$ cat config.mk
export PLATFORM = sky130hd
export DESIGN_NAME = cfsr_top
export DESIGN_NICKNAME = d
export VERILOG_FILES = /design/src/cfsr_pkg.sv /design/src/cfsr_top.sv /design/src/cfsr_read_latch.sv /design/src/cfsr_conv_clamp.sv
export VERILOG_INCLUDE_DIRS = /design/src
export SDC_FILE = /design/constraint.sdc
export NUM_CORES = 1
export LEC_CHECK = 0
export ABC_AREA = 1
export BUFFER_PORTS_ARGS = -buffer_cell sky130_fd_sc_hd__buf_2
export CAP_MARGIN = 20
export CORE_MARGIN = 2
export CORE_UTILIZATION = 58
export DETAILED_ROUTE_END_ITERATION = 12
export GPL_ROUTABILITY_DRIVEN = 1
export PLACE_DENSITY = 0.87
export SLEW_MARGIN = 10
export SYNTH_ARGS = -nofsm -noshare
export SYNTH_HDL_FRONTEND = slang
export SYNTH_HIERARCHICAL = 1
export SYNTH_SLANG_ARGS = --single-unit
$ cat constraint.sdc
create_clock -name mclk -period 2.96 [get_ports mclk]
set_input_delay 0.592 -clock mclk [delete_from_list [all_inputs] [get_ports mclk]]
set_output_delay 0.592 -clock mclk [all_outputs]
set_load 0.05 [all_outputs]
$ cat src/cfsr_consts.svh
// register offsets, field positions, reset values and limits of the charger fault status bank
`ifndef CFSR_CONSTS_SVH
`define CFSR_CONSTS_SVH

// byte addresses on the host control port
`define CFSR_ADDR_CONV_LO    8'h1e
`define CFSR_ADDR_CONV_HI    8'h1f
`define CFSR_ADDR_FAULT      8'h20
`define CFSR_ADDR_PATH       8'h21

// reset values
`define CFSR_FAULT_RESET     8'h00
`define CFSR_PATH_RESET      8'h00
`define CFSR_CONV_RESET      16'h0000
`define CFSR_UNMAPPED_DATA   8'h00

// conversion result: 1 mV per step, saturates at 8191 mV
`define CFSR_CONV_MAX        16'h1fff

// fault status bit positions
`define CFSR_BIT_IN_OV       7
`define CFSR_BIT_BAT_DOC     6
`define CFSR_BIT_IN_OC       5
`define CFSR_BIT_SYS_OV      4
`define CFSR_BIT_SYS_UV      3
`define CFSR_BIT_FRC_OFF     2
`define CFSR_BIT_OTG_OV      1
`define CFSR_BIT_OTG_UV      0

// bits that clear through the read-then-release sequence
`define CFSR_READ_TYPE_MASK  8'he7

// power path status bit positions
`define CFSR_BIT_SRC_PRESENT 7
`define CFSR_BIT_CURRENT_OPTIMIZER_DONE    6
`define CFSR_BIT_VAP_ACTIVE  5
`define CFSR_BIT_VIN_REG     4
`define CFSR_BIT_IIN_REG     3
`define CFSR_BIT_BUS_SHORT   2
`define CFSR_BIT_BAT_COC     1
`define CFSR_BIT_OTG_ACTIVE  0

`endif

$ cat src/cfsr_pkg.sv
// types shared by the charger fault status bank
package cfsr_pkg;

    typedef logic [7:0]  cfsr_byte_t;
    typedef logic [15:0] cfsr_word_t;

    // decoded register select, one-hot
    typedef enum logic [4:0] {
        SEL_NONE    = 5'b00001,
        SEL_CONV_LO = 5'b00010,
        SEL_CONV_HI = 5'b00100,
        SEL_FAULT   = 5'b01000,
        SEL_PATH    = 5'b10000
    } cfsr_sel_e;

endpackage : cfsr_pkg

$ cat src/cfsr_top.sv
// charger fault and status register bank behind the host control port
//
// What this block does
// - the comparator pin conversion is 16-bit, zero at reset, 1 mV a step, saturated at 8191.
// - the fault status register sits at 20h, resets to 00h and holds eight flags, 1 meaning fault.
// - the six read-type faults set and latch their flag until at least one host read.
// - a read-type flag read while its fault is still present stays at 1 after the read.
// - once read, a read-type flag clears by itself as soon as its fault goes away.
// - a system overvoltage event sets bit 4, which the host may read and write.
// - while the system overvoltage or undervoltage flag is 1 the converter is held off.
// - writing 0 to bit 4 or removing the adapter clears it and lets the converter restart.
// - bit 3 latches system undervoltage until a 0 is written or the adapter is removed.
// - a low comparator output forces the converter off and sets bit 2 as a read-type flag.
// - the path status register at 21h resets to 00h and mirrors eight live status bits.
`timescale 1ns/10ps
`include "cfsr_consts.svh"

module cfsr_top #(
    parameter int RAW_W = 16
) (
    // clock, reset and enable
    input  wire logic               mclk,
    input  wire logic               sys_rst,
    input  wire logic               clkEn,

    // host register port and register-reset command
    input  wire logic [7:0]         regAddr,
    input  wire logic               regRdStb,
    input  wire logic               regWrStb,
    input  wire logic [7:0]         regWrData,
    output cfsr_pkg::cfsr_byte_t    regRdData,
    input  wire logic               regResetCmd,

    // fault detectors and adapter state
    input  wire logic               inOvDet,
    input  wire logic               batDischOcDet,
    input  wire logic               inOcDet,
    input  wire logic               sysOvEvent,
    input  wire logic               sysUvEvent,
    input  wire logic               cmpOut_n,
    input  wire logic               otgOvDet,
    input  wire logic               otgUvDet,
    input  wire logic               adapterRemoved,

    // live path status levels
    input  wire logic               inputSourcePresent,
    input  wire logic               currentOptimizerDone,
    input  wire logic               minVoltageProtActive,
    input  wire logic               inputVoltageRegActive,
    input  wire logic               inputCurrentRegActive,
    input  wire logic               busShortFault,
    input  wire logic               batChargeOcFault,
    input  wire logic               otgOutputActive,

    // conversion samples
    input  wire logic               adcValid,
    input  wire logic [RAW_W-1:0]   adcRaw,

    // converter control
    output logic                    converterOff
);

    localparam logic [7:0] READ_MASK = `CFSR_READ_TYPE_MASK;

    // decode and strobes
    cfsr_pkg::cfsr_sel_e  regSel;
    logic                 faultRead;
    logic                 faultWrite;

    // fault flags
    logic [7:0]           faultCond;
    logic [7:0]           latchFlag;
    cfsr_pkg::cfsr_byte_t faultByte;
    logic                 sysOvFlag_reg;
    logic                 sysOvFlag_next;
    logic                 sysUvFlag_reg;
    logic                 sysUvFlag_next;

    // converter control
    logic                 convOff_reg;
    logic                 convOff_next;

    // path status and conversion
    cfsr_pkg::cfsr_byte_t pathStat_reg;
    cfsr_pkg::cfsr_byte_t pathStat_next;
    cfsr_pkg::cfsr_byte_t pathLive;
    cfsr_pkg::cfsr_word_t convValue;
    cfsr_pkg::cfsr_byte_t convHiHold_reg;
    cfsr_pkg::cfsr_byte_t convHiHold_next;

    // read data
    cfsr_pkg::cfsr_byte_t rdData_reg;
    cfsr_pkg::cfsr_byte_t rdData_next;

    // address decode into a one-hot select
    always_comb begin
        if (regAddr == `CFSR_ADDR_CONV_LO) begin
            regSel = cfsr_pkg::SEL_CONV_LO;
        end else if (regAddr == `CFSR_ADDR_CONV_HI) begin
            regSel = cfsr_pkg::SEL_CONV_HI;
        end else if (regAddr == `CFSR_ADDR_FAULT) begin
            regSel = cfsr_pkg::SEL_FAULT;
        end else if (regAddr == `CFSR_ADDR_PATH) begin
            regSel = cfsr_pkg::SEL_PATH;
        end else begin
            regSel = cfsr_pkg::SEL_NONE;
        end
    end

    // host accesses that touch the fault register
    assign faultRead  = regRdStb && (regSel == cfsr_pkg::SEL_FAULT);
    assign faultWrite = regWrStb && (regSel == cfsr_pkg::SEL_FAULT);

    // live fault conditions for the read-type flags
    always_comb begin
        faultCond                    = 8'h00;
        faultCond[`CFSR_BIT_IN_OV]   = inOvDet;
        faultCond[`CFSR_BIT_BAT_DOC] = batDischOcDet;
        faultCond[`CFSR_BIT_IN_OC]   = inOcDet;
        faultCond[`CFSR_BIT_FRC_OFF] = ~cmpOut_n;
        faultCond[`CFSR_BIT_OTG_OV]  = otgOvDet;
        faultCond[`CFSR_BIT_OTG_UV]  = otgUvDet;
    end

    // one latch per read-type bit; the two write-clear bits live below
    generate
        for (genvar i = 0; i < 8; i++) begin : g_flag
            if (READ_MASK[i]) begin : g_latch
                cfsr_read_latch u_latch (
                    .mclk      (mclk),
                    .sys_rst   (sys_rst),
                    .clkEn     (clkEn),
                    .regClear  (regResetCmd),
                    .faultCond (faultCond[i]),
                    .hostRead  (faultRead),
                    .flag      (latchFlag[i])
                );
            end else begin : g_none
                assign latchFlag[i] = 1'b0;
            end
        end
    endgenerate

    // system overvoltage flag: event sets, write-0 or unplug clears
    always_comb begin
        sysOvFlag_next = sysOvFlag_reg;
        if (sysOvEvent) begin
            sysOvFlag_next = 1'b1;
        end else if (regResetCmd || adapterRemoved) begin
            sysOvFlag_next = 1'b0;
        end else if (faultWrite && !regWrData[`CFSR_BIT_SYS_OV]) begin
            sysOvFlag_next = 1'b0;
        end
    end

    // system undervoltage flag: event sets, write-0 or unplug clears
    always_comb begin
        sysUvFlag_next = sysUvFlag_reg;
        if (sysUvEvent) begin
            sysUvFlag_next = 1'b1;
        end else if (regResetCmd || adapterRemoved) begin
            sysUvFlag_next = 1'b0;
        end else if (faultWrite && !regWrData[`CFSR_BIT_SYS_UV]) begin
            sysUvFlag_next = 1'b0;
        end
    end

    // converter held off by either voltage flag or a low comparator
    always_comb begin
        convOff_next = sysOvFlag_next || sysUvFlag_next || !cmpOut_n;
    end

    // assembled fault register image
    always_comb begin
        faultByte                   = latchFlag;
        faultByte[`CFSR_BIT_SYS_OV] = sysOvFlag_reg;
        faultByte[`CFSR_BIT_SYS_UV] = sysUvFlag_reg;
    end

    // live path status inputs gathered into one byte
    always_comb begin
        pathLive                        = 8'h00;
        pathLive[`CFSR_BIT_SRC_PRESENT] = inputSourcePresent;
        pathLive[`CFSR_BIT_CURRENT_OPTIMIZER_DONE]    = currentOptimizerDone;
        pathLive[`CFSR_BIT_VAP_ACTIVE]  = minVoltageProtActive;
        pathLive[`CFSR_BIT_VIN_REG]     = inputVoltageRegActive;
        pathLive[`CFSR_BIT_IIN_REG]     = inputCurrentRegActive;
        pathLive[`CFSR_BIT_BUS_SHORT]   = busShortFault;
        pathLive[`CFSR_BIT_BAT_COC]     = batChargeOcFault;
        pathLive[`CFSR_BIT_OTG_ACTIVE]  = otgOutputActive;
    end

    // path status sampled every cycle, zeroed in every cycle the reset command is high
    always_comb begin
        if (regResetCmd) begin
            pathStat_next = `CFSR_PATH_RESET;
        end else begin
            pathStat_next = pathLive;
        end
    end

    // conversion result register with saturation
    cfsr_conv_clamp #(
        .RAW_W (RAW_W)
    ) u_conv (
        .mclk        (mclk),
        .sys_rst     (sys_rst),
        .clkEn       (clkEn),
        .regClear    (regResetCmd),
        .sampleValid (adcValid),
        .rawIn       (adcRaw),
        .result      (convValue)
    );

    // high byte frozen when the low byte is read, so the two reads pair up
    always_comb begin
        convHiHold_next = convHiHold_reg;
        if (regResetCmd) begin
            convHiHold_next = 8'h00;
        end else if (regRdStb && (regSel == cfsr_pkg::SEL_CONV_LO)) begin
            convHiHold_next = convValue[15:8];
        end
    end

    // read data mux, registered; unmapped addresses read zero
    always_comb begin
        rdData_next = rdData_reg;
        if (regRdStb) begin
            unique case (regSel)
                cfsr_pkg::SEL_CONV_LO: begin
                    rdData_next = convValue[7:0];
                end
                cfsr_pkg::SEL_CONV_HI: begin
                    rdData_next = convHiHold_reg;
                end
                cfsr_pkg::SEL_FAULT: begin
                    rdData_next = faultByte;
                end
                cfsr_pkg::SEL_PATH: begin
                    rdData_next = pathStat_reg;
                end
                cfsr_pkg::SEL_NONE: begin
                    rdData_next = `CFSR_UNMAPPED_DATA;
                end
            endcase
        end
    end

    // system overvoltage flag register, frozen while clkEn is low
    always_ff @(posedge mclk) begin
        if (sys_rst) begin
            sysOvFlag_reg <= 1'b0;
        end else if (clkEn) begin
            sysOvFlag_reg <= sysOvFlag_next;
        end
    end

    // system undervoltage flag register, frozen while clkEn is low
    always_ff @(posedge mclk) begin
        if (sys_rst) begin
            sysUvFlag_reg <= 1'b0;
        end else if (clkEn) begin
            sysUvFlag_reg <= sysUvFlag_next;
        end
    end

    // converter disable register, frozen while clkEn is low
    always_ff @(posedge mclk) begin
        if (sys_rst) begin
            convOff_reg <= 1'b0;
        end else if (clkEn) begin
            convOff_reg <= convOff_next;
        end
    end

    // path status register, frozen while clkEn is low
    always_ff @(posedge mclk) begin
        if (sys_rst) begin
            pathStat_reg <= `CFSR_PATH_RESET;
        end else if (clkEn) begin
            pathStat_reg <= pathStat_next;
        end
    end

    // high byte snapshot register, frozen while clkEn is low
    always_ff @(posedge mclk) begin
        if (sys_rst) begin
            convHiHold_reg <= 8'h00;
        end else if (clkEn) begin
            convHiHold_reg <= convHiHold_next;
        end
    end

    // read data register, frozen while clkEn is low
    always_ff @(posedge mclk) begin
        if (sys_rst) begin
            rdData_reg <= `CFSR_FAULT_RESET;
        end else if (clkEn) begin
            rdData_reg <= rdData_next;
        end
    end

    // outputs straight from flops
    assign regRdData    = rdData_reg;
    assign converterOff = convOff_reg;

endmodule : cfsr_top

$ cat src/cfsr_read_latch.sv
// one fault flag that latches until read and self-clears once read and released
`timescale 1ns/10ps

module cfsr_read_latch (
    input  wire logic mclk,
    input  wire logic sys_rst,
    input  wire logic clkEn,
    input  wire logic regClear,
    input  wire logic faultCond,
    input  wire logic hostRead,
    output logic      flag
);

    logic flag_reg;
    logic flag_next;
    logic readSeen_reg;
    logic readSeen_next;

    // set wins over read and register-reset clears
    always_comb begin
        flag_next     = flag_reg;
        readSeen_next = readSeen_reg;
        if (faultCond) begin
            flag_next = 1'b1;
        end else if (regClear) begin
            flag_next = 1'b0;
        end else if (flag_reg && (hostRead || readSeen_reg)) begin
            flag_next = 1'b0;
        end
        // remember a read that happened while the flag stood
        if (!flag_next || regClear) begin
            readSeen_next = 1'b0;
        end else if (hostRead && flag_reg) begin
            readSeen_next = 1'b1;
        end
    end

    // state registers, frozen while clkEn is low
    always_ff @(posedge mclk) begin
        if (sys_rst) begin
            flag_reg     <= 1'b0;
            readSeen_reg <= 1'b0;
        end else if (clkEn) begin
            flag_reg     <= flag_next;
            readSeen_reg <= readSeen_next;
        end
    end

    assign flag = flag_reg;

endmodule : cfsr_read_latch

$ cat src/cfsr_conv_clamp.sv
// comparator pin conversion result register with upper saturation
`timescale 1ns/10ps
`include "cfsr_consts.svh"

module cfsr_conv_clamp #(
    parameter int RAW_W = 16
) (
    input  wire logic                mclk,
    input  wire logic                sys_rst,
    input  wire logic                clkEn,
    input  wire logic                regClear,
    input  wire logic                sampleValid,
    input  wire logic [RAW_W-1:0]    rawIn,
    output cfsr_pkg::cfsr_word_t     result
);

    localparam logic [RAW_W-1:0] RAW_MAX = RAW_W'(`CFSR_CONV_MAX);

    cfsr_pkg::cfsr_word_t result_reg;
    cfsr_pkg::cfsr_word_t result_next;

    // saturate a new sample, or zero on register reset
    always_comb begin
        result_next = result_reg;
        if (regClear) begin
            result_next = `CFSR_CONV_RESET;
        end else if (sampleValid) begin
            if (rawIn > RAW_MAX) begin
                result_next = `CFSR_CONV_MAX;
            end else begin
                result_next = 16'(rawIn);
            end
        end
    end

    // result register, zero after reset
    always_ff @(posedge mclk) begin
        if (sys_rst) begin
            result_reg <= `CFSR_CONV_RESET;
        end else if (clkEn) begin
            result_reg <= result_next;
        end
    end

    assign result = result_reg;

endmodule : cfsr_conv_clamp

### Word level (Yosys, flattened, before mapping)

Index checks and enable logic that the tools add are counted.

| storage, ports and cells | value |
|---|---|
| bits of input ports | 56 |
| output and inout port bits | 9 |
| word-level logic and storage cells | 134 |
| flip-flop bits (word level) | 55 |

| cells by class | value |
|---|---|
| mux-type cells | 47 |
| eq/ne operators | 9 |
| magnitude comparators | 1 |
| reductions and logical operators | 58 |

Operators with widths:

| kind | number |
|---|---|
| $mux 16 | 3 |
| $pmux 8 s5 | 1 |
| $mux 1 | 36 |
| $mux 8 | 3 |
| $mux 5 | 4 |
| $reduce_and 2->1 | 9 |
| $logic_and 1x1->1 | 17 |
| $eq 8x5->1 const B | 2 |
| $eq 8x6->1 const B | 2 |
| $gt 16x13->1 const B | 1 |
| $reduce_bool 2->1 | 8 |
| $logic_or 1x1->1 | 15 |
| $logic_not 1->1 | 9 |
| $eq 5x1->1 const B | 1 |
| $eq 5x2->1 const B | 1 |
| $eq 5x3->1 const B | 1 |
| $eq 5x4->1 const B | 1 |
| $eq 5x5->1 const B | 1 |

### Depth between registers and ports, before layout

Gate-level depths: netlist of the first run.

| depth | value |
|---|---|
| depth in word-level cells | 16 |
| mapped depth | 10 |
| gate-level depth less buffers | 9 |

### Hierarchy

Netlist of the first run, hierarchy kept.

By module, submodules not included:

| module | instances | seq. area each (um2) | cells each | area an instance (um2) |
|---|---|---|---|---|
| cfsr_top | 1 | 540.5 | 239 | 1532.7 |
| cfsr_conv_clamp | 1 | 320.3 | 99 | 730.7 |
| cfsr_read_latch | 6 | 40.0 | 18 | 110.1 |

### Least setup slack after synthesis of the first run

OpenSTA, ideal clock, no wires.

| timing path | value |
|---|---|
| path kind | input -> register |
| start point | input regAddr[7] |
| end point | register g_flag[0].g_latch.u_latch.readSeen_reg |
| path slack | 901 ps |
| stages | 7 |
| path buffers | 0 |
| library setup time | 64 ps |
| required time | 2896 ps |
| data arrival time | 1995 ps |
| path through | nor2_1 > nand2_1 > nor3b_1 > nand2_1 > o21bai_2 > nand2_1 > nor2_1 |

| between the ends | value |
|---|---|
| cells in the longest elaborated chain, start to end | 16 |
| elaborated cells between the ends (all ways) | 21 |

Ends and longest elaborated chain:

| item | RTL line | source |
|---|---|---|
| start: declaration | cfsr_top.sv:27 | `input wire logic [7:0] regAddr,` |
| $eq 8x6->1 (no source line) | - |  |
| $mux 5 | cfsr_top.sv:103 | `` end else if (regAddr == `CFSR_ADDR_PATH) begin `` |
| $mux 5 | cfsr_top.sv:101 | `` end else if (regAddr == `CFSR_ADDR_FAULT) begin `` |
| $mux 5 | cfsr_top.sv:99 | `` end else if (regAddr == `CFSR_ADDR_CONV_HI) begin `` |
| $mux 5 (*) | cfsr_top.sv:97 | `` if (regAddr == `CFSR_ADDR_CONV_LO) begin `` |
| $eq 5x4->1 (*) | cfsr_top.sv:111 | `assign faultRead = regRdStb && (regSel == cfsr_pkg::SEL_FAULT);` |
| $logic_and 1x1->1 (*) | cfsr_top.sv:111 |  |
| net faultRead | cfsr_top.sv:67 | `logic faultRead;` |
| $logic_or 1x1->1 | cfsr_read_latch.sv:27 | `end else if (flag_reg && (hostRead \|\| readSeen_reg)) begin` |
| $logic_and 1x1->1 | cfsr_read_latch.sv:27 |  |
| $mux 1 | cfsr_read_latch.sv:27 |  |
| $mux 1 | cfsr_read_latch.sv:25 | `end else if (regClear) begin` |
| $mux 1 | cfsr_read_latch.sv:23 | `if (faultCond) begin` |
| $logic_not 1->1 | cfsr_read_latch.sv:31 | `if (!flag_next \|\| regClear) begin` |
| $logic_or 1x1->1 | cfsr_read_latch.sv:31 |  |
| $reduce_bool 2->1 (no source line) | - |  |
| $reduce_and 2->1 (no source line) | - |  |
| end signal: assignment | cfsr_read_latch.sv:45 | `readSeen_reg <= readSeen_next;` |
| end: declaration | cfsr_read_latch.sv:16 | `logic readSeen_reg;` |

The timed path passes the listed nets; every way through them passes the cells marked *.
A chain may end at the register's enable or synchronous reset.

### Final worst setup path of the first run

| timing path | value |
|---|---|
| start point | input clkEn |
| end point | register convHiHold_reg[2] |

| between the ends | value |
|---|---|
| cells in the longest elaborated chain, start to end | 1 |

Ends and longest elaborated chain:

| item | RTL line | source |
|---|---|---|
| start: declaration | cfsr_top.sv:24 | `input wire logic clkEn,` |
| $reduce_and 2->1 (no source line) | - |  |
| end signal: assignment | cfsr_top.sv:290 | `convHiHold_reg <= convHiHold_next;` |
| end: declaration | cfsr_top.sv:88 | `cfsr_pkg::cfsr_byte_t convHiHold_reg;` |

No other way between the ends.

==> results of run 1 <==
-- per-layer routing --
layer	track usage [%]	vias to the layer above
met4	7.34	0
li1	-	1499
met3	4.02	12
met1	27.1	1238
met5	0	-
met2	41.5	82
-- cells by family (layout without fill, tap and decap cells) --
kind of cell,Yosys count,in the layout
AO/OA/AOI/OAI,61,61
flip-flops,55,55
AND/OR/NAND/NOR,248,248
buffers and inverters,82,139
-- worst paths after layout --
path	from	to	slack, ns
setup / recovery	clkEn	convHiHold_reg[2]	1.31
hold / removal	u_conv/result[15]	u_conv/result[15]	0.45
setup reg to reg	pathStat_reg[2]	regRdData[2]	2.07
hold reg to reg	u_conv/result[15]	u_conv/result[15]	0.45
-- stage by stage --
step	cell area [um^2]	setup WS, ns
after floorplan	2920	0.901
after global placement	3250	1.04
after detailed placement	3250	0.980
after CTS	3340	1.33
after global routing	3340	1.20
final	3340	1.31
-- worst max-delay path, delay by kind of cell --
family / cells / cell delay [ns]
simple gates: 4 / 0.49
compound gates: 1 / 0.06
buf+inv: 3 / 0.68
-- final cells by class --
| class | count | area (um^2) | share of cell area [%] |
|---|---|---|---|
| well taps | 67 | 83.8 | 2.51 |
| flip-flops and latches | 55 | 1100 | 33.0 |
| repair buffers | 61 | 313 | 9.37 |
| clock buffers | 5 | 68.8 | 2.06 |
| clock inverters | 3 | 23.8 | 0.712 |
| multi-input cells | 309 | 1490 | 44.5 |
| inverters | 70 | 263 | 7.87 |
-- cell usage in the layout, fill, tap and decap left out, types with 2 or more instances in the layout --
master,synthesis,routed
nand2_1,129,129
inv_1,59,59
buf_2,3,58
dfxtp_1,55,55
nand3_1,52,52
nor2_1,44,44
a21oi_1,37,37
inv_2,10,10
o21ai_0,8,8
nor2_2,7,7
a21oi_2,7,7
o21bai_2,6,6
clkbuf_8,0,5
nor2_4,4,4
nand2_2,4,4
buf_4,3,3
nand2_4,2,2
o21ai_1,2,2
clkinvlp_4,0,2
-- synth_stat cells (3+ instances only) --
cell	n
inv_1	59
a21oi_1	37
nor2_1	44
nand2_1	129
buf_4	3
clkbuf_1	4
nor2_4	4
o21bai_2	6
nor2_2	7
nand3_1	52
dfxtp_1	55
inv_2	10
a21oi_2	7
o21ai_0	8
buf_2	3
nand2_2	4
-- power breakdown --
| part | switching (mW) | leakage, nW | internal [mW] |
|---|---|---|---|
| Sequential | 0.0157 | 0.448 | 0.761 |
| Clock | 0.257 | 0.0408 | 0.170 |
| Combinational | 0.117 | 1.13 | 0.0640 |
==> flow_summary.toml, run 1 <==
[outcome]
status = "complete, no violations"

[routing]
top_layer = "met4"
wl_met1_um = 2870
drt_iter0_drc = 175
wl_um = 6240
drc = 0
wl_met3_um = 302
viasPerCell = 4.97
routedWlPerCell_um = 10.9
drt.antenna.violating_nets = 0
dr.pass1.iters = 5
num_vias = 2831
wl_met2_um = 2970

[clocking]
ctsHtreeMaxLevel = 2
cts_buffers = 5
cts_setup_buffers = 0
cts_buffer_depth = 2
cts.sink_count = 55
root_buffer = "clkbuf_8"
cts_hold_buf = 0
cts-resized-gates = 0
clk_latency_ns = 0.32
clk_pin_slew_worst_paths_ns = 0.10
cts_tree = "done"

[layout]
finalNetCount = 558
fin_util_pct = 69.8
layout-drive-gt1-share_pct = 22.5
area_delta_synth_final_pct = 14.2
largest_register_ffs = 16
fin_cells = 570
antenna_cells = 0
nFillCells = 399

[floorplanning]
die_area_mm2 = 0.00563
start_util_pct = 61.1
core_mm2 = 0.00479
die_w_um = 75.0
ios = 65
floorplan.rows = 25
die_h_um = 75.0

[sta]
layout_min_cycle_time_ns = 1.65
rsz0062_at_grt = "no"
tightest_slew_ns = 0.653
tns_ns = 0
post-route-period-util_pct = 55.9
setup_violations = 0
timing.fmax_ghz = 0.605
hold_viol_final = 0
finalMaxSlewViolations = 0
finalClockSkew_ns = 0.00685
hold_slack_ns = 0.445
maxSlewHeadroom_pct = 56.3

[yosys]
synth-compound-area-share_pct = 13.0
synthSimpleGateAreaFrac_pct = 37.8
synth_cell_types = 27
yosys.area.top_type = "dfxtp_1"
yosysSeqAreaShare_pct = 37.7
synth_cells = 446
synthTopCellsByArea = "dfxtp_1 (38%), nand2_1 (17%), nand3_1 (8.9%), inv_1 (7.6%), a21oi_1 (6.3%)"
synth_edf_count = 0
postSynth.asyncResetShare_pct = 0
synth_area_per_cell_um2 = 6.56
ys.flop_type = "dfxtp_1"
synth_mux_area_share_pct = 0
ys_ff_latch = 55
synth_nets = 502
synth_top_area_share_pct = 37.7
synthXorXnorAreaFrac_pct = 0
ys.warnings.count = 6
synth_adder_area_share_pct = 0
synthesis.area_mm2 = 0.00292
synth_top_family_by_area = "simple AND/OR/NAND/NOR gates"

[setup_path]
end_kind = "register"
critical_path.max_stage_delay_ns = 0.40
worstPathRequired_ns = 3.14
cp_slowest_cell = "buf_2"
worst_r2r_path_depth = 6
setup.worst_path.start_class = "input port"
path_cells = "buf_2 > nand2_2 > inv_2 > nand2_4 > nand2_4 > inv_2 > nand2_1 > a21oi_1"
worstSetupPathType = "input port to register"
arrival_ns = 1.84
worstPathMaxFanout = 22

[global_routing]
grt_pass1_vias = 2360
grt_pass1_wl_um = 9880
grt_max_degree = 33
antenna_found_initial = 0
grt_usage_pct = 22.8
grt_overflow = 0

[min_path]
hold_depth = 2
min_path_type = "register to register"

[power]
vdd_drop_max_v = 0.000293
power_leakage_nw = 1.61
power.density_mw_per_mm2 = 415
p_total_mw = 1.38

[placed_design]
hpwl_um = 4700
port_buffers = 58
gp_congestion = 0.859
place_inst = 562

[flow_run]
maxCapViolCount = 0
No activity file was read; power rests on OpenSTA's default activity.
==> run 2: changes to the inputs <==
--- a/config.mk
+++ b/config.mk
@@ -10,10 +10,10 @@
 export BUFFER_PORTS_ARGS = -buffer_cell sky130_fd_sc_hd__buf_2
 export CAP_MARGIN = 20
 export CORE_MARGIN = 2
-export CORE_UTILIZATION = 58
+export CORE_UTILIZATION = 49
 export DETAILED_ROUTE_END_ITERATION = 12
 export GPL_ROUTABILITY_DRIVEN = 1
-export PLACE_DENSITY = 0.87
+export PLACE_DENSITY = 0.78
 export SLEW_MARGIN = 10
 export SYNTH_ARGS = -nofsm -noshare
 export SYNTH_HDL_FRONTEND = slang
==> constraint.sdc (replaced) <==
create_clock -name mclk -period 1.4 [get_ports mclk]
set_input_delay 0.28 -clock mclk [delete_from_list [all_inputs] [get_ports mclk]]
set_output_delay 0.28 -clock mclk [all_outputs]
set_load 0.05 [all_outputs]
==> run 2 against run 1 <==
Against the previous run: final cell count grew 4.6%; sequential power grew 110%; first-iteration DRC count grew 22%; clock power grew 140%; via count grew 2.9%; non-clock buffer count grew 19; wire length grew 8.1%; sequential share of layout area shrank 2.1 points; count of clock-buffer cells in the layout grew 1; setup slack lost 1.1 ns; critical endpoint is now regRdData[5].
==> flow_summary.toml, run 2 (synthesis results as in run 1) <==
[sta]
setup_violations = 0
layout_min_cycle_time_ns = 1.24
tightest_slew_ns = 0.473
timing.fmax_ghz = 0.809
hold_viol_final = 0
finalClockSkew_ns = 0.0103
setup_ws_ns = 0.164
rsz0062_at_grt = "no"
maxSlewHeadroom_pct = 68.4
finalMaxSlewViolations = 0
post-route-period-util_pct = 88.3

[setup_path]
worstSetupPathType = "register to output pin"
path_buf_inv = 1
critical_path.max_stage_delay_ns = 0.37
setup.worst_path.start_class = "register"
worstPathRequired_ns = 1.12
path_cells = "buf_2"
worstPathMaxFanout = 2
crit_cells = 1
crit_family = "flip-flops"
worst_r2r_path_depth = 6
cp_slowest_cell = "dfxtp_1"
arrival_ns = 0.96
end_kind = "output pin"

[placed_design]
pre_cts_slack_ns = -0.136
gp_congestion = 0.843
hpwl_um = 5210
place_inst = 589
port_buffers = 58

[routing]
routedWlPerCell_um = 11.3
drt_iter0_drc = 213
viasPerCell = 4.89
num_vias = 2913
wl_um = 6740
drc = 0
drt.antenna.violating_nets = 0
dr.pass1.iters = 4

[global_routing]
grt_max_degree = 23
grt_pass1_vias = 2705
grt_usage_pct = 21.9
grt_overflow = 0
grt_pass1_wl_um = 11400
antenna_found_initial = 0

[power]
power.density_mw_per_mm2 = 864
power.switching_uw = 777
p_seq_share_pct = 53.3
pwr-share-comb_pct = 13.9
vdd_drop_max_v = 0.000476
pwr-share-clk_pct = 32.9
switching_share_pct = 25.2
p_total_mw = 3.08
power_leakage_nw = 1.74
internal_power_mw = 2.30

[min_path]
min_path_type = "input port to register"
hold_depth = 3

[floorplanning]
start_util_pct = 50.0
ios = 65
die_w_um = 81.3
die_h_um = 81.3
floorplan.rows = 28
die_area_mm2 = 0.00660
core_mm2 = 0.00585

[clocking]
clk_pin_slew_worst_paths_ns = 0.10
cts_tree = "done"
cts.sink_count = 55
cts-resized-gates = 0
root_buffer = "clkbuf_8"
cts_buffers = 5
cts_hold_buf = 0
cts_buffer_depth = 2
cts_setup_buffers = 0
ctsHtreeMaxLevel = 2
clk_latency_ns = 0.31

[layout]
finalNetCount = 577
regArea_mm2 = 0.00110
final_common_cell = "nand2_1"
nFillCells = 566
final_cell_mix = "nand2_1 (129), inv_1 (59), buf_2 (58)"
layout-drive-gt1-share_pct = 25.1
fin_cells = 596
antenna_cells = 0
area_delta_synth_final_pct = 21.8
largest_register_ffs = 16
multi_input_area_mm2 = 0.00150

[outcome]
status = "complete, no violations"

[flow_run]
maxCapViolCount = 0
run 2: final cells by class:
type | count | area share [%]
Multi-Input combinational cell | 309 | 42.0
Clock buffer | 6 | 2.04
Tap cell | 75 | 2.63
Timing Repair Buffer | 80 | 14.2
Sequential cell | 55 | 30.9
Inverter | 70 | 7.38
Clock inverter | 1 | 0.843
run 2: path summary, 6_finish.rpt:
| path | start | to | slack (ns) |
|---|---|---|---|
| worst max-delay path | regRdData[5] | regRdData[5] | 0.16 |
| worst min-delay path | minVoltageProtActive | pathStat_reg[5] | 0.22 |
| worst max register to register | g_flag[5].g_latch.u_latch/flag | g_flag[5].g_latch.u_latch/readSeen_reg | 0.53 |
| worst min register to register | u_conv/result[15] | u_conv/result[15] | 0.45 |
run 2: metal layers:
metal,global-route usage [%],part of all wire [%],routed length (um)
met5,0,0,0
met4,6.27,1.3,88
met3,3.56,4.4,298
met1,26.5,46,3110
met2,39.7,48,3240
run 2: per-stage QoR:
stage               instance area (um^2)  setup TNS (ns)  util, %  hold WS, ns
floorplan                           2940               0        -        0.409
global placement                    3460          -0.706     59.1        0.427
detailed placement                  3460           -1.67     59.1        0.438
CTS                                 3560               0     60.9        0.224
global route                        3560               0     60.9        0.222
finish                              3560               0     60.9        0.220
run 2: power groups by stage:
stage | clock network, mW | registers (mW) | logic [mW]
3_3_place_gp | 0 | 1.68 | 0.413
2_1_floorplan | 0 | 1.68 | 0.243
6_report | 1.01 | 1.64 | 0.427
4_1_cts | 1.03 | 1.64 | 0.428
3_5_place_dp | 0 | 1.68 | 0.425
5_1_grt | 1.10 | 1.65 | 0.480
